<file path="config.mk">
export PLATFORM = sky130hd
export DESIGN_NAME = ssp_top
export DESIGN_NICKNAME = d
export VERILOG_FILES = /design/src/design/ssp_pkg.sv /design/src/design/ssp_top.sv
export VERILOG_INCLUDE_DIRS = /design/src /design/src/design
export SDC_FILE = /design/constraint.sdc
export NUM_CORES = 1
export LEC_CHECK = 0
export ABC_AREA = 1
export BUFFER_PORTS_ARGS = -buffer_cell sky130_fd_sc_hd__buf_2
export CORE_MARGIN = 2
export CORE_UTILIZATION = 40
export DETAILED_ROUTE_END_ITERATION = 7
export SETUP_SLACK_MARGIN = 0.4
export SLEW_MARGIN = 25
export SYNTH_ARGS = -nofsm -noshare
export SYNTH_HDL_FRONTEND = slang
export SYNTH_SLANG_ARGS = --single-unit
export TNS_END_PERCENT = 5
</file>
<file path="constraint.sdc">
create_clock -name REF_CLK -period 7.1 [get_ports REF_CLK]
set_input_delay 1.42 -clock REF_CLK [delete_from_list [all_inputs] [get_ports REF_CLK]]
set_output_delay 1.42 -clock REF_CLK [all_outputs]
set_load 0.02 [all_outputs]
</file>
<file path="src/design/ssp_cfg.svh">
`ifndef SSP_CFG_SVH
`define SSP_CFG_SVH
// Behaviour
// RULE1: stop code 0: dynamic brake stops motor, then brake is released.
// RULE2: stop code 1: drive removed, motor coasts to a stop.
// RULE3: stop code 2: brake on servo-off, plug braking on overtravel, then coast.
// RULE4: stop code 3: coast on servo-off, plug braking on overtravel, then coast.
// RULE5: stop code 4: brake on servo-off, plug braking on overtravel, then zero clamp.
// RULE6: stop code 5: coast on servo-off, plug braking on overtravel, then zero clamp.
// RULE7: clear code 0: clear position error on servo-off, keep it on overtravel.
// RULE8: clear code 1: never clear the position error.
// RULE9: clear code 2: clear on servo-off or overtravel, not when ending in clamp.
// RULE10: pulse format: sign+pulse, cw+ccw pulses, or quadrature x1, x2, x4.
// RULE11: inversion code 0 keeps input polarity; code 2 inverts both inputs.
// RULE12: feedforward codes 2,3 high-speed; odd codes accept external analog input.
// RULE13: mode 0: analog speed control; mode switch selects PI off, P on.
// RULE14: mode 1: pulse position control; mode switch selects PI off, P on.
// RULE15: mode 2: analog torque control; mode switch ignored.
// RULE16: mode 3: contact speed; all three inputs off gives zero-reference mode.
// RULE17: mode 4: contact speed; all three inputs off gives analog speed.
// RULE18: mode 5: contact speed; all three inputs off gives pulse position.
// RULE19: all configuration codes latch at restart; later writes wait for next restart.
// RULE20: quadrature direction from phase order; both phases changing together is ignored.

`define SSP_ADDR_CFG0   8'h00
`define SSP_ADDR_CFG1   8'h04
`define SSP_ADDR_STATUS 8'h08
`define SSP_ADDR_COUNT  8'h0C

`define SSP_STOP_LSB 0
`define SSP_CLR_LSB  4
`define SSP_FMT_LSB  8
`define SSP_INV_LSB  12
`define SSP_FF_LSB   0
`define SSP_MODE_LSB 4

`define SSP_CFG0_RST 16'h0000
`define SSP_CFG1_RST 16'h0000

`define SSP_IN_SON 0
`define SSP_IN_OT  1
`define SSP_IN_PA  2
`define SSP_IN_PB  3
`define SSP_IN_MS  4
`define SSP_IN_FCL 5
`define SSP_IN_RCL 6
`endif

</file>
<file path="src/design/ssp_pkg.sv">
package ssp_pkg;
    typedef enum logic [2:0] {
        ST_OFF   = 3'h0,
        ST_RUN   = 3'h1,
        ST_DB    = 3'h2,
        ST_COAST = 3'h3,
        ST_PLUG  = 3'h4,
        ST_CLAMP = 3'h5
    } ssp_stop_t;

    typedef enum logic [2:0] {
        MD_SPD_ANALOG  = 3'h0,
        MD_POS_PULSE   = 3'h1,
        MD_TORQUE      = 3'h2,
        MD_SPD_CONTACT = 3'h3,
        MD_SPD_ZERO    = 3'h4
    } ssp_mode_t;

    typedef struct packed {
        logic [15:0] cfg0;
        logic [15:0] cfg1;
        logic [3:0]  stop_c;
        logic [3:0]  clr_c;
        logic [3:0]  fmt_c;
        logic [3:0]  inv_c;
        logic [3:0]  ff_c;
        logic [3:0]  mode_c;
        logic        load_pend;
        logic [6:0]  sy1;
        logic [6:0]  sy2;
        logic [6:0]  sy3;
        logic [6:0]  flt;
        ssp_stop_t   st;
        ssp_mode_t   mode;
        logic        p_only;
        logic        hs_ff;
        logic        ext_ff;
        logic        err_clr;
        logic        cnt_up;
        logic        cnt_dn;
        logic [15:0] count;
        logic [15:0] rdata;
    } ssp_state_t;
endpackage

</file>
<file path="src/design/ssp_top.sv">
`timescale 1ns/100ps
`include "ssp_cfg.svh"
module ssp_top (
    input  wire logic        REF_CLK,
    input  wire logic        RST_N,
    input  wire logic        CE,
    input  wire logic [7:0]  ADDR,
    input  wire logic [15:0] WDATA,
    input  wire logic        WR,
    input  wire logic        RD,
    output wire logic [15:0] RDATA,
    input  wire logic        RESTART,
    input  wire logic        SERVO_ON,
    input  wire logic        OVERTRAVEL,
    input  wire logic        MOTOR_STOPPED,
    input  wire logic        PULSE_TRAIN_INPUT,
    input  wire logic        SIGN_INPUT,
    input  wire logic        MODE_SWITCH_INPUT,
    input  wire logic        FORWARD_CURRENT_LIMIT_INPUT,
    input  wire logic        REVERSE_CURRENT_LIMIT_INPUT,
    output wire logic        DYNAMIC_BRAKE,
    output wire logic        DRIVE_ENABLE,
    output wire logic        PLUG_BRAKE,
    output wire logic        ZERO_CLAMP,
    output wire logic        ERROR_CLEAR,
    output wire logic        COUNT_UP,
    output wire logic        COUNT_DOWN,
    output wire logic [2:0]  CONTROL_MODE,
    output wire logic        P_ONLY,
    output wire logic        HIGH_SPEED_FF,
    output wire logic        EXT_FF_ENABLE
);

    ssp_pkg::ssp_state_t s_reg;
    ssp_pkg::ssp_state_t s_next;

    function automatic logic coast_on_off(input logic [3:0] c);
        coast_on_off = (c == 4'h1) || (c == 4'h3) || (c == 4'h5);
    endfunction

    function automatic logic plug_on_ot(input logic [3:0] c);
        plug_on_ot = (c >= 4'h2) && (c <= 4'h5);
    endfunction

    function automatic logic ends_in_clamp(input logic [3:0] c);
        ends_in_clamp = (c == 4'h4) || (c == 4'h5);
    endfunction

    logic [6:0] pins;
    assign pins = {REVERSE_CURRENT_LIMIT_INPUT, FORWARD_CURRENT_LIMIT_INPUT, MODE_SWITCH_INPUT,
                   SIGN_INPUT, PULSE_TRAIN_INPUT, OVERTRAVEL, SERVO_ON};

    logic son;
    logic ot;
    logic ms;
    logic all_off;
    assign son     = s_reg.flt[`SSP_IN_SON];
    assign ot      = s_reg.flt[`SSP_IN_OT];
    assign ms      = s_reg.flt[`SSP_IN_MS];
    assign all_off = !s_reg.flt[`SSP_IN_MS] && !s_reg.flt[`SSP_IN_FCL] && !s_reg.flt[`SSP_IN_RCL];

    always_comb begin
        logic [6:0] agree;
        logic       inv;
        logic       pa_p;
        logic       pb_p;
        logic       pa_c;
        logic       pb_c;
        logic       ea;
        logic       eb;
        logic       up;
        logic       dn;
        logic       fwd;
        agree = 7'h00;
        inv   = 1'b0;
        pa_p  = 1'b0;
        pb_p  = 1'b0;
        pa_c  = 1'b0;
        pb_c  = 1'b0;
        ea    = 1'b0;
        eb    = 1'b0;
        up    = 1'b0;
        dn    = 1'b0;
        fwd   = 1'b0;
        s_next = s_reg;
        s_next.rdata  = 16'h0000;
        s_next.cnt_up = 1'b0;
        s_next.cnt_dn = 1'b0;

        if (WR) begin
            case (ADDR)
                `SSP_ADDR_CFG0: s_next.cfg0 = WDATA;
                `SSP_ADDR_CFG1: s_next.cfg1 = WDATA;
                default: ;
            endcase
        end
        if (RD) begin
            case (ADDR)
                `SSP_ADDR_CFG0:   s_next.rdata = s_reg.cfg0;
                `SSP_ADDR_CFG1:   s_next.rdata = s_reg.cfg1;
                `SSP_ADDR_STATUS: s_next.rdata = {s_reg.mode_c, s_reg.stop_c, 1'b0, s_reg.mode, 1'b0, s_reg.st};
                `SSP_ADDR_COUNT:  s_next.rdata = s_reg.count;
                default:          s_next.rdata = 16'h0000;
            endcase
        end

        // codes act only from restart, so a half-written setup never steers a moving motor
        if (RESTART || s_reg.load_pend) begin // [RULE19]
            s_next.load_pend = 1'b0;
            s_next.stop_c    = s_reg.cfg0[`SSP_STOP_LSB +: 4];
            s_next.clr_c     = s_reg.cfg0[`SSP_CLR_LSB +: 4];
            s_next.fmt_c     = s_reg.cfg0[`SSP_FMT_LSB +: 4];
            s_next.inv_c     = s_reg.cfg0[`SSP_INV_LSB +: 4];
            s_next.ff_c      = s_reg.cfg1[`SSP_FF_LSB +: 4];
            s_next.mode_c    = s_reg.cfg1[`SSP_MODE_LSB +: 4];
        end

        // filtered level moves only where the second and third stage agree
        s_next.sy1 = pins;
        s_next.sy2 = s_reg.sy1;
        s_next.sy3 = s_reg.sy2;
        agree      = ~(s_reg.sy2 ^ s_reg.sy3);
        s_next.flt = (s_reg.flt & ~agree) | (s_reg.sy3 & agree);

        case (s_reg.st)
            ssp_pkg::ST_RUN: begin
                if (!son) begin
                    if (coast_on_off(s_reg.stop_c)) begin
                        s_next.st = ssp_pkg::ST_COAST; // [RULE2] [RULE4] [RULE6]
                    end else begin
                        s_next.st = ssp_pkg::ST_DB; // [RULE1] [RULE3] [RULE5]
                    end
                end else if (ot) begin
                    if (plug_on_ot(s_reg.stop_c)) begin
                        s_next.st = ssp_pkg::ST_PLUG; // [RULE3] [RULE4] [RULE5] [RULE6]
                    end else if (s_reg.stop_c == 4'h1) begin
                        s_next.st = ssp_pkg::ST_COAST; // [RULE2]
                    end else begin
                        s_next.st = ssp_pkg::ST_DB; // [RULE1]
                    end
                end
            end
            ssp_pkg::ST_DB: begin
                if (MOTOR_STOPPED) begin
                    s_next.st = ssp_pkg::ST_OFF; // [RULE1]
                end
            end
            ssp_pkg::ST_COAST: begin
                if (MOTOR_STOPPED) begin
                    s_next.st = ssp_pkg::ST_OFF;
                end
            end
            ssp_pkg::ST_PLUG: begin
                if (MOTOR_STOPPED) begin
                    if (ends_in_clamp(s_reg.stop_c)) begin
                        s_next.st = ssp_pkg::ST_CLAMP; // [RULE5] [RULE6]
                    end else begin
                        s_next.st = ssp_pkg::ST_OFF; // [RULE3] [RULE4]
                    end
                end
            end
            ssp_pkg::ST_CLAMP: begin
                if (!son) begin
                    s_next.st = ssp_pkg::ST_OFF;
                end else if (!ot) begin
                    s_next.st = ssp_pkg::ST_RUN;
                end
            end
            ssp_pkg::ST_OFF: begin
                if (son && !ot) begin
                    s_next.st = ssp_pkg::ST_RUN;
                end
            end
            default: s_next.st = ssp_pkg::ST_OFF;
        endcase

        case (s_reg.clr_c)
            4'h0:    s_next.err_clr = !son; // [RULE7]
            4'h2:    s_next.err_clr = !son || (ot && !ends_in_clamp(s_reg.stop_c)); // [RULE9]
            default: s_next.err_clr = 1'b0; // [RULE8]
        endcase

        s_next.p_only = 1'b0;
        case (s_reg.mode_c)
            4'h0: begin
                s_next.mode   = ssp_pkg::MD_SPD_ANALOG;
                s_next.p_only = ms; // [RULE13]
            end
            4'h1: begin
                s_next.mode   = ssp_pkg::MD_POS_PULSE;
                s_next.p_only = ms; // [RULE14]
            end
            4'h2: s_next.mode = ssp_pkg::MD_TORQUE; // [RULE15]
            4'h3: s_next.mode = all_off ? ssp_pkg::MD_SPD_ZERO : ssp_pkg::MD_SPD_CONTACT; // [RULE16]
            4'h4: s_next.mode = all_off ? ssp_pkg::MD_SPD_ANALOG : ssp_pkg::MD_SPD_CONTACT; // [RULE17]
            4'h5: s_next.mode = all_off ? ssp_pkg::MD_POS_PULSE : ssp_pkg::MD_SPD_CONTACT; // [RULE18]
            default: s_next.mode = ssp_pkg::MD_SPD_ANALOG;
        endcase

        s_next.hs_ff  = (s_reg.ff_c == 4'h2) || (s_reg.ff_c == 4'h3); // [RULE12]
        s_next.ext_ff = (s_reg.ff_c == 4'h1) || (s_reg.ff_c == 4'h3); // [RULE12]

        inv  = (s_reg.inv_c == 4'h2); // [RULE11]
        pa_p = s_reg.flt[`SSP_IN_PA] ^ inv;
        pb_p = s_reg.flt[`SSP_IN_PB] ^ inv;
        pa_c = s_next.flt[`SSP_IN_PA] ^ inv;
        pb_c = s_next.flt[`SSP_IN_PB] ^ inv;
        ea   = pa_p ^ pa_c;
        eb   = pb_p ^ pb_c;
        // a leads b: the new a differs from the old b
        fwd  = pa_c ^ pb_p;
        case (s_reg.fmt_c)
            4'h0: begin
                up = ea && pa_c && !pb_c; // [RULE10]
                dn = ea && pa_c && pb_c;
            end
            4'h1: begin
                up = ea && pa_c && !(eb && pb_c); // [RULE10]
                dn = eb && pb_c && !(ea && pa_c);
            end
            4'h2: begin
                up = ea && !eb && !pb_c && fwd; // [RULE10] [RULE20]
                dn = ea && !eb && !pb_c && !fwd;
            end
            4'h3: begin
                up = ea && !eb && fwd; // [RULE10] [RULE20]
                dn = ea && !eb && !fwd;
            end
            4'h4: begin
                up = (ea ^ eb) && fwd; // [RULE10] [RULE20]
                dn = (ea ^ eb) && !fwd;
            end
            default: begin
                up = 1'b0;
                dn = 1'b0;
            end
        endcase
        // pulses only steer the error count while position control is live
        s_next.cnt_up = up && (s_reg.mode == ssp_pkg::MD_POS_PULSE);
        s_next.cnt_dn = dn && (s_reg.mode == ssp_pkg::MD_POS_PULSE);

        if (s_next.err_clr) begin
            s_next.count = 16'h0000;
        end else if (s_next.cnt_up) begin
            s_next.count = s_reg.count + 16'h0001;
        end else if (s_next.cnt_dn) begin
            s_next.count = s_reg.count - 16'h0001;
        end
    end

    always_ff @(posedge REF_CLK or negedge RST_N) begin
        if (!RST_N) begin
            s_reg           <= '0;
            s_reg.cfg0      <= `SSP_CFG0_RST;
            s_reg.cfg1      <= `SSP_CFG1_RST;
            s_reg.load_pend <= 1'b1;
        end else if (CE) begin
            s_reg <= s_next;
        end
    end

    assign RDATA         = s_reg.rdata;
    assign DYNAMIC_BRAKE = (s_reg.st == ssp_pkg::ST_DB);
    assign PLUG_BRAKE    = (s_reg.st == ssp_pkg::ST_PLUG);
    assign ZERO_CLAMP    = (s_reg.st == ssp_pkg::ST_CLAMP);
    assign DRIVE_ENABLE  = (s_reg.st == ssp_pkg::ST_RUN) || PLUG_BRAKE || ZERO_CLAMP;
    assign ERROR_CLEAR   = s_reg.err_clr;
    assign COUNT_UP      = s_reg.cnt_up;
    assign COUNT_DOWN    = s_reg.cnt_dn;
    assign CONTROL_MODE  = s_reg.mode;
    assign P_ONLY        = s_reg.p_only;
    assign HIGH_SPEED_FF = s_reg.hs_ff;
    assign EXT_FF_ENABLE = s_reg.ext_ff;

    // phase changes as the decoder sees them; inversion cancels out of the xor
    logic a_chg;
    logic b_chg;
    assign a_chg = s_reg.flt[`SSP_IN_PA] ^ s_next.flt[`SSP_IN_PA];
    assign b_chg = s_reg.flt[`SSP_IN_PB] ^ s_next.flt[`SSP_IN_PB];
endmodule

</file>
* Yosys cells after proc, flatten, opt, wreduce, memory -nomap -nowiden *
Cells that the tools add are included.
W data, S select, Z words.

operators by class
  add/subtract/negate cells = 2
  order comparisons = 2
  equal/unequal tests = 32
  mux-type cells = 25
  bitwise operators = 14
  reductions and logical operators = 54

operator list
  cell                     count
  $mux W16                 4
  $pmux W16 S4             1
  $eq A4 B2 Y1 const B     9
  $mux W3                  10
  $pmux W3 S5              2
  $logic_and A1 B1 Y1      21
  $eq A4 B3 Y1 const B     5
  $add A16 B1 Y16 const B  1
  $eq A4 B1 Y1 const B     4
  $eq A8 B4 Y1 const B     2
  $sub A16 B1 Y16 const B  1
  $and A7 B7 Y7            2
  $not A7 Y7               2
  $logic_not A4 Y1         3
  $logic_not A1 Y1         11
  $pmux W1 S5              2
  $logic_or A1 B1 Y1       9
  $eq A8 B3 Y1 const B     1
  $logic_not A8 Y1         1
  $xor A1 B1 Y1            8
  $or A7 B7 Y7             1
  $xor A7 B7 Y7            1
  $eq A3 B1 Y1 const B     2
  $eq A3 B2 Y1 const B     2
  other kinds (15)         24

storage, ports and cells
  flip-flop bits (word level) = 129
  input port bits = 38
  output and inout bits = 29
  logic and storage cells = 152

* Depth between registers and ports, before layout *
Gate-level depths: netlist of the first run.

  depth after elaboration = 16
  depth in mapped cells = 27
  mapped depth without buffers = 27

* Worst setup path after synthesis of the first run *
OpenSTA, ideal clock, no wires.

  path type = register -> register
  from = register s_reg[81] (netlist bit)
  to = register s_reg[25] (netlist bit)
  library setup time = 0.065 ns
  arrival = 3.539 ns
  data required time = 7.035 ns
  setup slack = 3.496 ns
  stages on the path, launching flop included = 25
  path buffers = 0
  clock period less this slack = 3.604 ns
  path through = dfrtp_1 -> nor2_1 -> nand3_1 -> xor2_1 -> ha_1 -> inv_1 -> ha_1 -> o21ai_1 -> inv_1 -> nand2_2 -> nand3_2 -> nand2_4 -> nand2_1 -> ha_1 -> a21oi_1 -> nand2_1 -> a21boi_0 -> o21ai_0 -> nand3_1 -> nand2_1 -> nand2_1 -> nand2_1 -> nor2_1 -> nand2_1 -> nand2_1

between the ends
  longest elaborated chain between the ends = 11
  elaborated cells on any way between the ends = 36
  those cells by class = 1 x eq/ne; 4 x mux; 8 x bitwise; 23 x reduce/logical

ends and longest elaborated chain
  element                                                                 RTL line                        text
  from (decl)                                                             ssp_top.sv:34                   ssp_pkg::ssp_state_t s_reg;
  from (signal assigned)                                                  ssp_top.sv:258                  s_reg <= s_next;
  $eq A4 B2 Y1 *                                                          ssp_top.sv:203                  inv = (s_reg.inv_c == 4'h2);
  $xor A1 B1 Y1, on equally long branches                                 ssp_top.sv:205, ssp_top.sv:207
  $xor A1 B1 Y1                                                           ssp_top.sv:209                  eb = pb_p ^ pb_c;
  $logic_not A1 Y1                                                        --
  $logic_and A1 B1 Y1                                                     --
  $logic_and A1 B1 Y1                                                     ssp_top.sv:222, ssp_top.sv:223
  $logic_and A1 B1 Y1, on equally long branches                           ssp_top.sv:223, ssp_top.sv:222
  $pmux W1 S5                                                             ssp_top.sv:212                  case (s_reg.fmt_c)
  $logic_and A1 B1 Y1, on equally long branches                           ssp_top.sv:240, ssp_top.sv:239
  $reduce_bool A3 Y1 (no source line) / $mux W16 (equally long branches)  --
  $reduce_and A2 Y1 (no source line) / $mux W16 (equally long branches)   --

Every way passes the cells marked *; elsewhere a longest branch is shown, timed or not.
A chain may end at the register's enable or synchronous reset.

* Worst setup path after layout of the first run *
Same ends and word-level chain as after synthesis.

==> metrics.yaml, run 1 <==
ir_worst_vdd_mv: 0.175
clk_pin_slew_ps: 60
critPathBufInv: 2
drive_above_1_share_pct: 16.0
seq_area_frac_synth_pct: 47.5
maxCapViolations: 0
post-cts-setup-buffer-count: 0
syn_inst: 835
htreeDepth: 4
r2r_end: "s_reg[25]"
worst_skew_pair.late_latency_ps: 420
p_total_uw: 2430
cts.sinks: 129
grt_start_max_net_pins: 82
dieHeight_um: 134
p_sw_share_pct: 32.6
fin_crit_sh_pct: 58.8
ys_ff_latch: 129
core_um2: 16600
syn_area_um2: 6800
row_count: 47
ant_nets: 0
cp_cell_sequence: "nor2_1 -> nand3_1 -> xor2_1 -> ha_1 -> inv_1 -> ha_1 -> o21ai_1 -> inv_1 -> nand2_2 -> nand3_2 -> nand2_4 -> nand2_1 -> ha_1 -> nand3_1 -> nand2_1 -> a21boi_0 -> o21ai_0 -> nand3_1 -> nand2_1 -> nand2_1 -> nand2_1 -> nor2_1 -> nand2_1 -> nand2_1"
gp_congestion: 0.889
p_switching_uw: 795
period_needed_ps: 4180
fmax_ghz: 0.239
min_from: "s_reg[72]"
seqPwrFrac_pct: 36.4
routed_wl_um: 17200
power_density_nw_per_um2: 312
syn_to_final_growth_pct: 14.9
internal_power_uw: 1640
dpl-instance-area_um2: 7170
synth_edf_count: 0
first_pass_iters: 5
cts_tree: "done"
cts_root_buf: "clkbuf_16"
pwr-share-clk_pct: 38.8
hold_buffers: 0
nets: 936
critPathKind: "flop to flop"
maxSlewHeadroom_pct: 38.0
dp_hpwl_um: 12100
grt.total_usage_pct: 20.3
ys_top_cells_by_area: "dfrtp_1 47%, nand2_1 13%, o21ai_0 6.1%"
endpoint_kind: "flop"
antenna_cells: 0
drc: 0
regToRegStartpoint: "s_reg[81]"
async_flop_share_pct: 100
fp.dieW_um: 134
hold_depth: 2
rr_worst_depth: 24
outcome: "completed"
grt_pass1_vias: 5246
syn_avg_cell_area_um2: 8.14
slowest_stage: "ha_1"
ctsLongestPathBuffers: 2
cts_made_buffers: 17
yosys-top-cells-count: "240 x nand2_1, 128 x dfrtp_1, 84 x inv_1"
slowest_delay_ps: 560
numPortBuffers: 66
yosysTopAreaCell: "dfrtp_1"
p_leak_uw: 0.00397
yosysMostFrequentCell: "nand2_1"
start_util_pct: 41.0
wire_per_inst_um: 15.5
largest_register_ff_count: 85
crit_family: "simple AND/OR/NAND/NOR gates"
final_hold_viol_count: 0
crit_path_start_kind: "flop"
comb_power_share_pct: 24.8
hold_class: "flop to flop"
yosysTopAreaCellShare_pct: 47.1
hold_end: "s_reg[72]"
critical_path_arrival_ps: 4480
r2r_slack_ps: 2920
synthesis.nets: 893
avgViaCountPerCell: 5.05
grt_pass1_wl_um: 28400
worstPathRequired_ps: 7410
tightest_slew_ps: 928
skew_ps: 7.35
synth_ff_type: "dfrtp_1"
crit_fanout: 19
fin_area_um2: 7800
finalSetupTns_ps: 0
num_vias: 5610
yosysWarningCount: 0
antenna_found_initial: 0
setup_viol: 0
ios: 67
rsz0062_at_grt: "no"
fill_cells: 1657
die_area_um2: 18000
cts-resized-gates: 0
first_iter_violations: 432
synth_cell_types: 44
drv_slew: 0
grt-ovfl-total: 0
crit_top_cell: "nand2_1"
==> area by class of cell <==
type                       instances  area [µm²]  area share, %
timing repair buffer              69         359           4.60
clock inverter                    12         179           2.29
inverter                          92         350           4.49
clock buffer                      20         457           5.85
multi-input combinational        569        2960           37.9
tap                              220         275           3.53
sequential                       129        3230           41.4
==> per-layer routing <==
metal  vias to the layer above  wire length [µm]  GRT usage [%]
met2                       151              7330           29.2
met4                         0               327           7.13
met3                        25               900           4.65
met5                         -                 0              0
li1                       2798                 -              -
met1                      2636              8640           30.0
==> power groups by stage <==
stage	Sequential [µW]	Clock, µW	Combinational (µW)
6_report	886	944	604
3_5_place_dp	896	0	596
3_3_place_gp	897	0	596
2_1_floorplan	869	0	465
5_1_grt	894	987	700
4_1_cts	885	959	602
==> cells by family after synthesis <==
| family | share of synthesized area [%] |
|---|---|
| xor gates and xnor gates | 1.79 |
| muxes | 0.497 |
| and+or+nand+nor | 23.9 |
| buffers and inverters | 9.04 |
| AOI/OAI and AO/OA | 13.4 |
| DFF | 47.5 |
| adders and majority gates | 3.79 |
==> layout by cell type (no fill, tap or decap), types with 7 or more instances in the layout <==
| cell | n |
|---|---|
| nand3_2 | 14 |
| inv_2 | 7 |
| nor3_1 | 10 |
| a221oi_1 | 8 |
| buf_2 | 65 |
| nand3_1 | 26 |
| o21ai_0 | 83 |
| nor2_1 | 61 |
| o21ai_1 | 10 |
| inv_1 | 84 |
| dfrtp_1 | 128 |
| xor2_1 | 9 |
| ha_1 | 19 |
| a21oi_1 | 33 |
| nand2_1 | 240 |
| clkbuf_16 | 17 |
==> worst reg2reg max path: cells and delay by family (launching register included) <==
family,cells,cell delay [ps]
simple gates,15,1660
fa+ha+maj,3,1140
compound gates,3,600
flops,1,390
xor+xnor,1,200
buf+inv,2,100
==> per-stage QoR <==
stage               hold WS (ps)  util (%)  std cells  setup slack (ps)
global route                 466      47.1       1111              2500
floorplan                    419         -        835              3500
CTS                          449      47.1       1111              2940
finish                       446      47.1       1111              2920
global placement             436      43.2       1079              3090
detailed placement           441      43.2       1079              2960
==> worst max path at each step <==
| stage | slack (ps) | depth (start not counted) | from | endpoint |
|---|---|---|---|---|
| 6_report | 2920 | 24 | s_reg[81] | s_reg[25] |
| 3_5_place_dp | 2960 | 21 | s_reg[81] | s_reg[30] |
| 2_1_floorplan | 3500 | 24 | s_reg[81] | s_reg[25] |
| 5_1_grt | 2500 | 23 | s_next[54] | s_reg[26] |
| 4_1_cts | 2940 | 24 | s_reg[81] | s_reg[25] |
| 3_3_place_gp | 3090 | 24 | s_reg[81] | s_reg[25] |
Note: power is estimated with default switching activity, not from simulation.
==> run 2, diff against run 1 <==
- clock period: 7.1 -> 3.9 ns (I/O delays scaled with it)
==> run 2 against run 1 <==
Net effect: cell area rose by 8.0%; worst hold slack worse by 86 ps; sequential power is 85% higher; core utilization rose by 3.7 points; routed wire length up 8.6%; non-clock buffer count is 22 higher; sequential cell count unchanged; global-route usage is 0.82 points higher; highest routed layer unchanged.
==> metrics.yaml, run 2 (synthesis gave the netlist of run 1 again) <==
outcome: "completed"
final_common_cell: "nand2_1"
slowest_delay_ps: 430
first_pass_iters: 6
die_area_um2: 18000
skew_ps: 10.4
crit_fanout: 7
worstPathRequired_ps: 4210
largest_register_ff_count: 85
core_um2: 16600
grt_pass1_wl_um: 29400
nets: 959
worst_skew_pair.late_latency_ps: 430
grt_start_max_net_pins: 74
cts_root_buf: "clkbuf_16"
dp_hpwl_um: 12500
pre_cts_slack_ps: 128
critPathKind: "flop to flop"
power_density_nw_per_um2: 602
wire_per_inst_um: 16.5
period_needed_ps: 3490
finalSetupTns_ps: 0
final_hold_viol_count: 0
numPortBuffers: 66
cts_tree: "done"
routed_wl_um: 18700
fin_crit_sh_pct: 89.6
critPathBufInv: 3
hold_class: "input pin to asynchronous set/reset pin"
start_util_pct: 41.0
ios: 67
crit_path_start_kind: "flop"
maxSlewHeadroom_pct: 23.6
clk_pin_slew_ps: 60
crit_family: "simple AND/OR/NAND/NOR gates"
p_leak_uw: 0.00415
drv_slew: 0
fmax_ghz: 0.286
grt_pass1_vias: 5400
gp_congestion: 0.917
fin_ws_ps: 407
fp.dieW_um: 134
cts_made_buffers: 17
setup_viol: 0
antenna_found_initial: 0
drive_above_1_share_pct: 24.6
dieHeight_um: 134
layout_common_cells: "230 x nand2_1, 128 x dfrtp_1, 80 x inv_1, 77 x o21ai_0, 65 x buf_2"
rsz0062_at_grt: "yes"
grt.total_usage_pct: 21.1
num_vias: 5832
maxCapViolations: 0
ctsLongestPathBuffers: 2
avgViaCountPerCell: 5.14
tightest_slew_ps: 1140
syn_to_final_growth_pct: 24.0
critical_path_arrival_ps: 3810
htreeDepth: 4
first_iter_violations: 465
cts.sinks: 129
slowest_stage: "dfrtp_1"
ant_nets: 0
drc: 0
ir_worst_vdd_mv: 0.334
endpoint_kind: "flop"
cp_cell_sequence: "nand2_1 -> nand2_2 -> o21ai_4 -> xor2_1 -> ha_1 -> inv_1 -> ha_1 -> o21ai_1 -> inv_1 -> nand2_2 -> nand3_2 -> nand2_4 -> nand2_8 -> ha_4 -> a21oi_2 -> nand2_2 -> a21boi_2 -> buf_4 -> xor2_1 -> nor2_1 -> nand2_1 -> nand2_1"
fill_cells: 1585
grt-ovfl-total: 0
hold_buffers: 0
row_count: 47
antenna_cells: 0
-- run 2: repair_timing --
item	CTS	global route
pin swaps	1	33
buffers inserted	1	16
gates resized for setup	19	61
cloned	1	0
setup endpoints to repair	10	11
hold endpoints to repair	0	0
-- run 2: final cells by class --
cell class | count | area (µm²) | share of cell area, %
Clock buffer | 20 | 447 | 5.30
Clock inverter | 12 | 228 | 2.70
Inverter | 92 | 350 | 4.16
Multi-Input combinational cell | 570 | 3360 | 39.9
Sequential cell | 129 | 3230 | 38.3
Tap cell | 220 | 275 | 3.27
Timing Repair Buffer | 91 | 532 | 6.31
-- run 2: path summary, 6_finish.rpt --
| kind | cells after the start | end | slack, ps | from |
|---|---|---|---|---|
| worst max-delay path | 22 | s_reg[21] | 410 | s_next[53] |
| worst min register to register | 2 | s_reg[72] | 440 | s_reg[72] |
| max in group asynchronous | 2 | s_reg[29] | 2670 | RST_N |
| min in group REF_CLK | 2 | s_reg[72] | 440 | s_reg[72] |
| worst min-delay path | 1 | s_next[56] | 360 | RST_N |
| worst max register to register | 22 | s_reg[21] | 410 | s_next[53] |
-- run 2: stage by stage --
step | hold slack (ps) | utilization, % | power [µW] | instance area [µm²] | instances
after floorplan | 419 | - | 2430 | 6800 | 835
after global placement | 435 | 43.5 | 2730 | 7210 | 1084
after detailed placement | 435 | 43.5 | 2730 | 7210 | 1084
after CTS | 386 | 48.4 | 4700 | 8030 | 1118
after global routing | 421 | 50.8 | 5330 | 8430 | 1134
final | 360 | 50.8 | 5070 | 8430 | 1134
-- run 2: metal layers --
metal	GRT usage, %	vias to the layer above	wire length (µm)
met5	0	-	0
met4	7.60	0	388
met3	4.88	29	1030
met2	30.3	181	8240
met1	31.1	2784	9020
li1	-	2838	-
-- run 2: worst reg2reg max path: stages (launching register included) --
cell      delay (ps)
dfrtp_1          430
nand2_1           90
nand2_2           90
o21ai_4           70
xor2_1           160
ha_1             270
inv_1             40
ha_1             260
o21ai_1          110
inv_1             60
nand2_2           70
nand3_2           90
nand2_4          170
nand2_8          130
ha_4             340
a21oi_2          150
nand2_2          110
a21boi_2         250
buf_4            160
xor2_1           160
nor2_1            60
nand2_1           60
nand2_1           50
-- run 2: power by group --
group / internal (µW) / switching (µW) / total (µW)
logic: 678 / 910 / 1590
registers: 1470 / 177 / 1640
clock network: 1220 / 620 / 1840
total: 3360 / 1710 / 5070
==> run 3, diff against run 2 <==
- CORE_ASPECT_RATIO: default -> 0.9
==> run 3 against run 2 <==
Net effect: maximum frequency grew 0.43%; largest power group is now sequential cells; critical path type unchanged; clock skew is essentially flat; cell count shrank 1.4%; cell area shrank 3.7%.
==> metrics.yaml, run 3 (synthesis gave the netlist of run 1 again) <==
ctsLongestPathBuffers: 2
maxCapViolations: 0
fin_crit_sh_pct: 89.2
antenna_cells: 0
wire_per_inst_um: 16.1
row_count: 45
endpoint_kind: "flop"
largest_register_ff_count: 85
tightest_slew_ps: 1040
hold_buffers: 0
start_util_pct: 40.5
grt_pass1_vias: 5199
nets: 952
clk_pin_slew_ps: 60
fmax_ghz: 0.287
grt.total_usage_pct: 20.9
gp_congestion: 0.898
hold_class: "input pin to asynchronous set/reset pin"
critPathBufInv: 4
final_core_util_pct: 48.4
drc: 0
setup_viol: 0
crit_fanout: 7
critPathKind: "flop to flop"
syn_to_final_growth_pct: 19.4
antenna_found_initial: 0
crit_top_cell: "nand2_2"
first_pass_iters: 6
ant_nets: 0
fill_cells: 1655
num_vias: 5663
grt-ovfl-total: 0
power_density_nw_per_um2: 549
avgViaCountPerCell: 5.07
dp_hpwl_um: 12600
critical_path_arrival_ps: 3800
cp_cell_sequence: "nand2_1 -> nand2_2 -> o21ai_4 -> xor2_1 -> ha_1 -> inv_2 -> ha_4 -> o21ai_2 -> inv_1 -> nand2_2 -> nand3_2 -> nand2_4 -> nand2_8 -> fa_2 -> nand2_2 -> inv_2 -> nand2_2 -> nand2_4 -> a21oi_2 -> buf_4 -> xor2_1 -> nor2_1 -> nand2_1 -> nand2_1"
worst_skew_pair.late_latency_ps: 430
grt_pass1_wl_um: 28600
dieHeight_um: 128
r2r_end: "s_reg[24]"
htreeDepth: 4
drv_slew: 0
grt_start_max_net_pins: 78
first_iter_violations: 501
cts_made_buffers: 17
slowest_delay_ps: 460
finalSetupTns_ps: 0
layout_common_cells: "234 x nand2_1, 128 x dfrtp_1, 81 x inv_1, 78 x o21ai_0, 65 x buf_2"
crit_family: "simple AND/OR/NAND/NOR gates"
numPortBuffers: 66
cts.sinks: 129
core_um2: 16800
slowest_stage: "fa_2"
final_common_cell: "nand2_1"
cts_tree: "done"
p_leak_uw: 0.00403
crit_path_start_kind: "flop"
regToRegStartpoint: "s_reg[46]"
drive_above_1_share_pct: 22.3
final_hold_viol_count: 0
fp.dieW_um: 141
worstPathRequired_ps: 4220
maxSlewHeadroom_pct: 30.5
ios: 67
rr_worst_depth: 24
r2r_slack_ps: 420
cts_root_buf: "clkbuf_16"
period_needed_ps: 3480
rsz0062_at_grt: "yes"
outcome: "completed"
routed_wl_um: 18000
die_area_um2: 18000
ir_worst_vdd_mv: 0.316
skew_ps: 10.3
==> run 3: per-stage QoR <==
stage                     setup slack, ps  hold slack [ps]  cell area (µm²)  std cells  total power (µW)
after floorplan                       478              419             6800        835              2430
after global placement               98.9              435             7190       1073              2750
after detailed placement             77.3              437             7190       1073              2740
after CTS                             361              412             7880       1106              4310
after global routing                  213              440             8120       1118              4730
final                                 421              394             8120       1118              4460
==> run 3: metal layers <==
| metal | global-route usage, % | vias to the layer above | part of all wire [%] |
|---|---|---|---|
| li1 | - | 2815 | - |
| met1 | 32.6 | 2653 | 52 |
| met2 | 28.0 | 175 | 40 |
| met3 | 5.27 | 20 | 7.1 |
| met4 | 6.53 | 0 | 1.3 |
| met5 | 0 | - | 0 |
==> run 3: worst register-to-register path, delay by kind of cell, from the launching register on <==
family | cells | cell delay [ps]
AOI/OAI and AO/OA | 3 | 360
xor gates and xnor gates | 2 | 310
adders and majority gates | 3 | 950
buffers and inverters | 4 | 320
and+or+nand+nor | 12 | 1010
DFF | 1 | 420
==> run 3: worst max path at each step <==
| stage | from | endpoint | slack (ps) | cells past startpoint |
|---|---|---|---|---|
| finish | s_reg[46] | s_reg[24] | 420 | 24 |
| floorplan | s_reg[81] | s_reg[25] | 480 | 24 |
| global placement | s_reg[81] | s_reg[30] | 100 | 21 |
| global route | s_reg[46] | s_reg[24] | 210 | 25 |
| CTS | s_next[54] | s_reg[28] | 360 | 23 |
| detailed placement | s_next[54] | s_reg[30] | 80 | 23 |
==> run 3: final cells by class <==
type / count / area [µm²] / share of cell area [%]
tap: 211 / 264 / 3.25
inverter: 92 / 350 / 4.32
timing repair buffer: 84 / 484 / 5.97
sequential: 129 / 3230 / 39.8
clock buffer: 20 / 457 / 5.63
clock inverter: 12 / 85.1 / 1.05
multi-input combinational: 570 / 3250 / 40.0
==> run 3: timing repair <==
| item | in CTS | in global routing |
|---|---|---|
| endpoints found under the setup margin | 10 | 12 |
| gates cloned | 1 | 0 |
| buffers inserted | 0 | 12 |
| pin swaps | 1 | 20 |
| gates resized for setup | 21 | 35 |
==> run 3: where the power goes <==
| part | total [µW] | switching, µW | internal (µW) |
|---|---|---|---|
| logic | 1370 | 813 | 556 |
| clock network | 1460 | 617 | 845 |
| registers | 1630 | 160 | 1470 |
| total | 4460 | 1590 | 2870 |
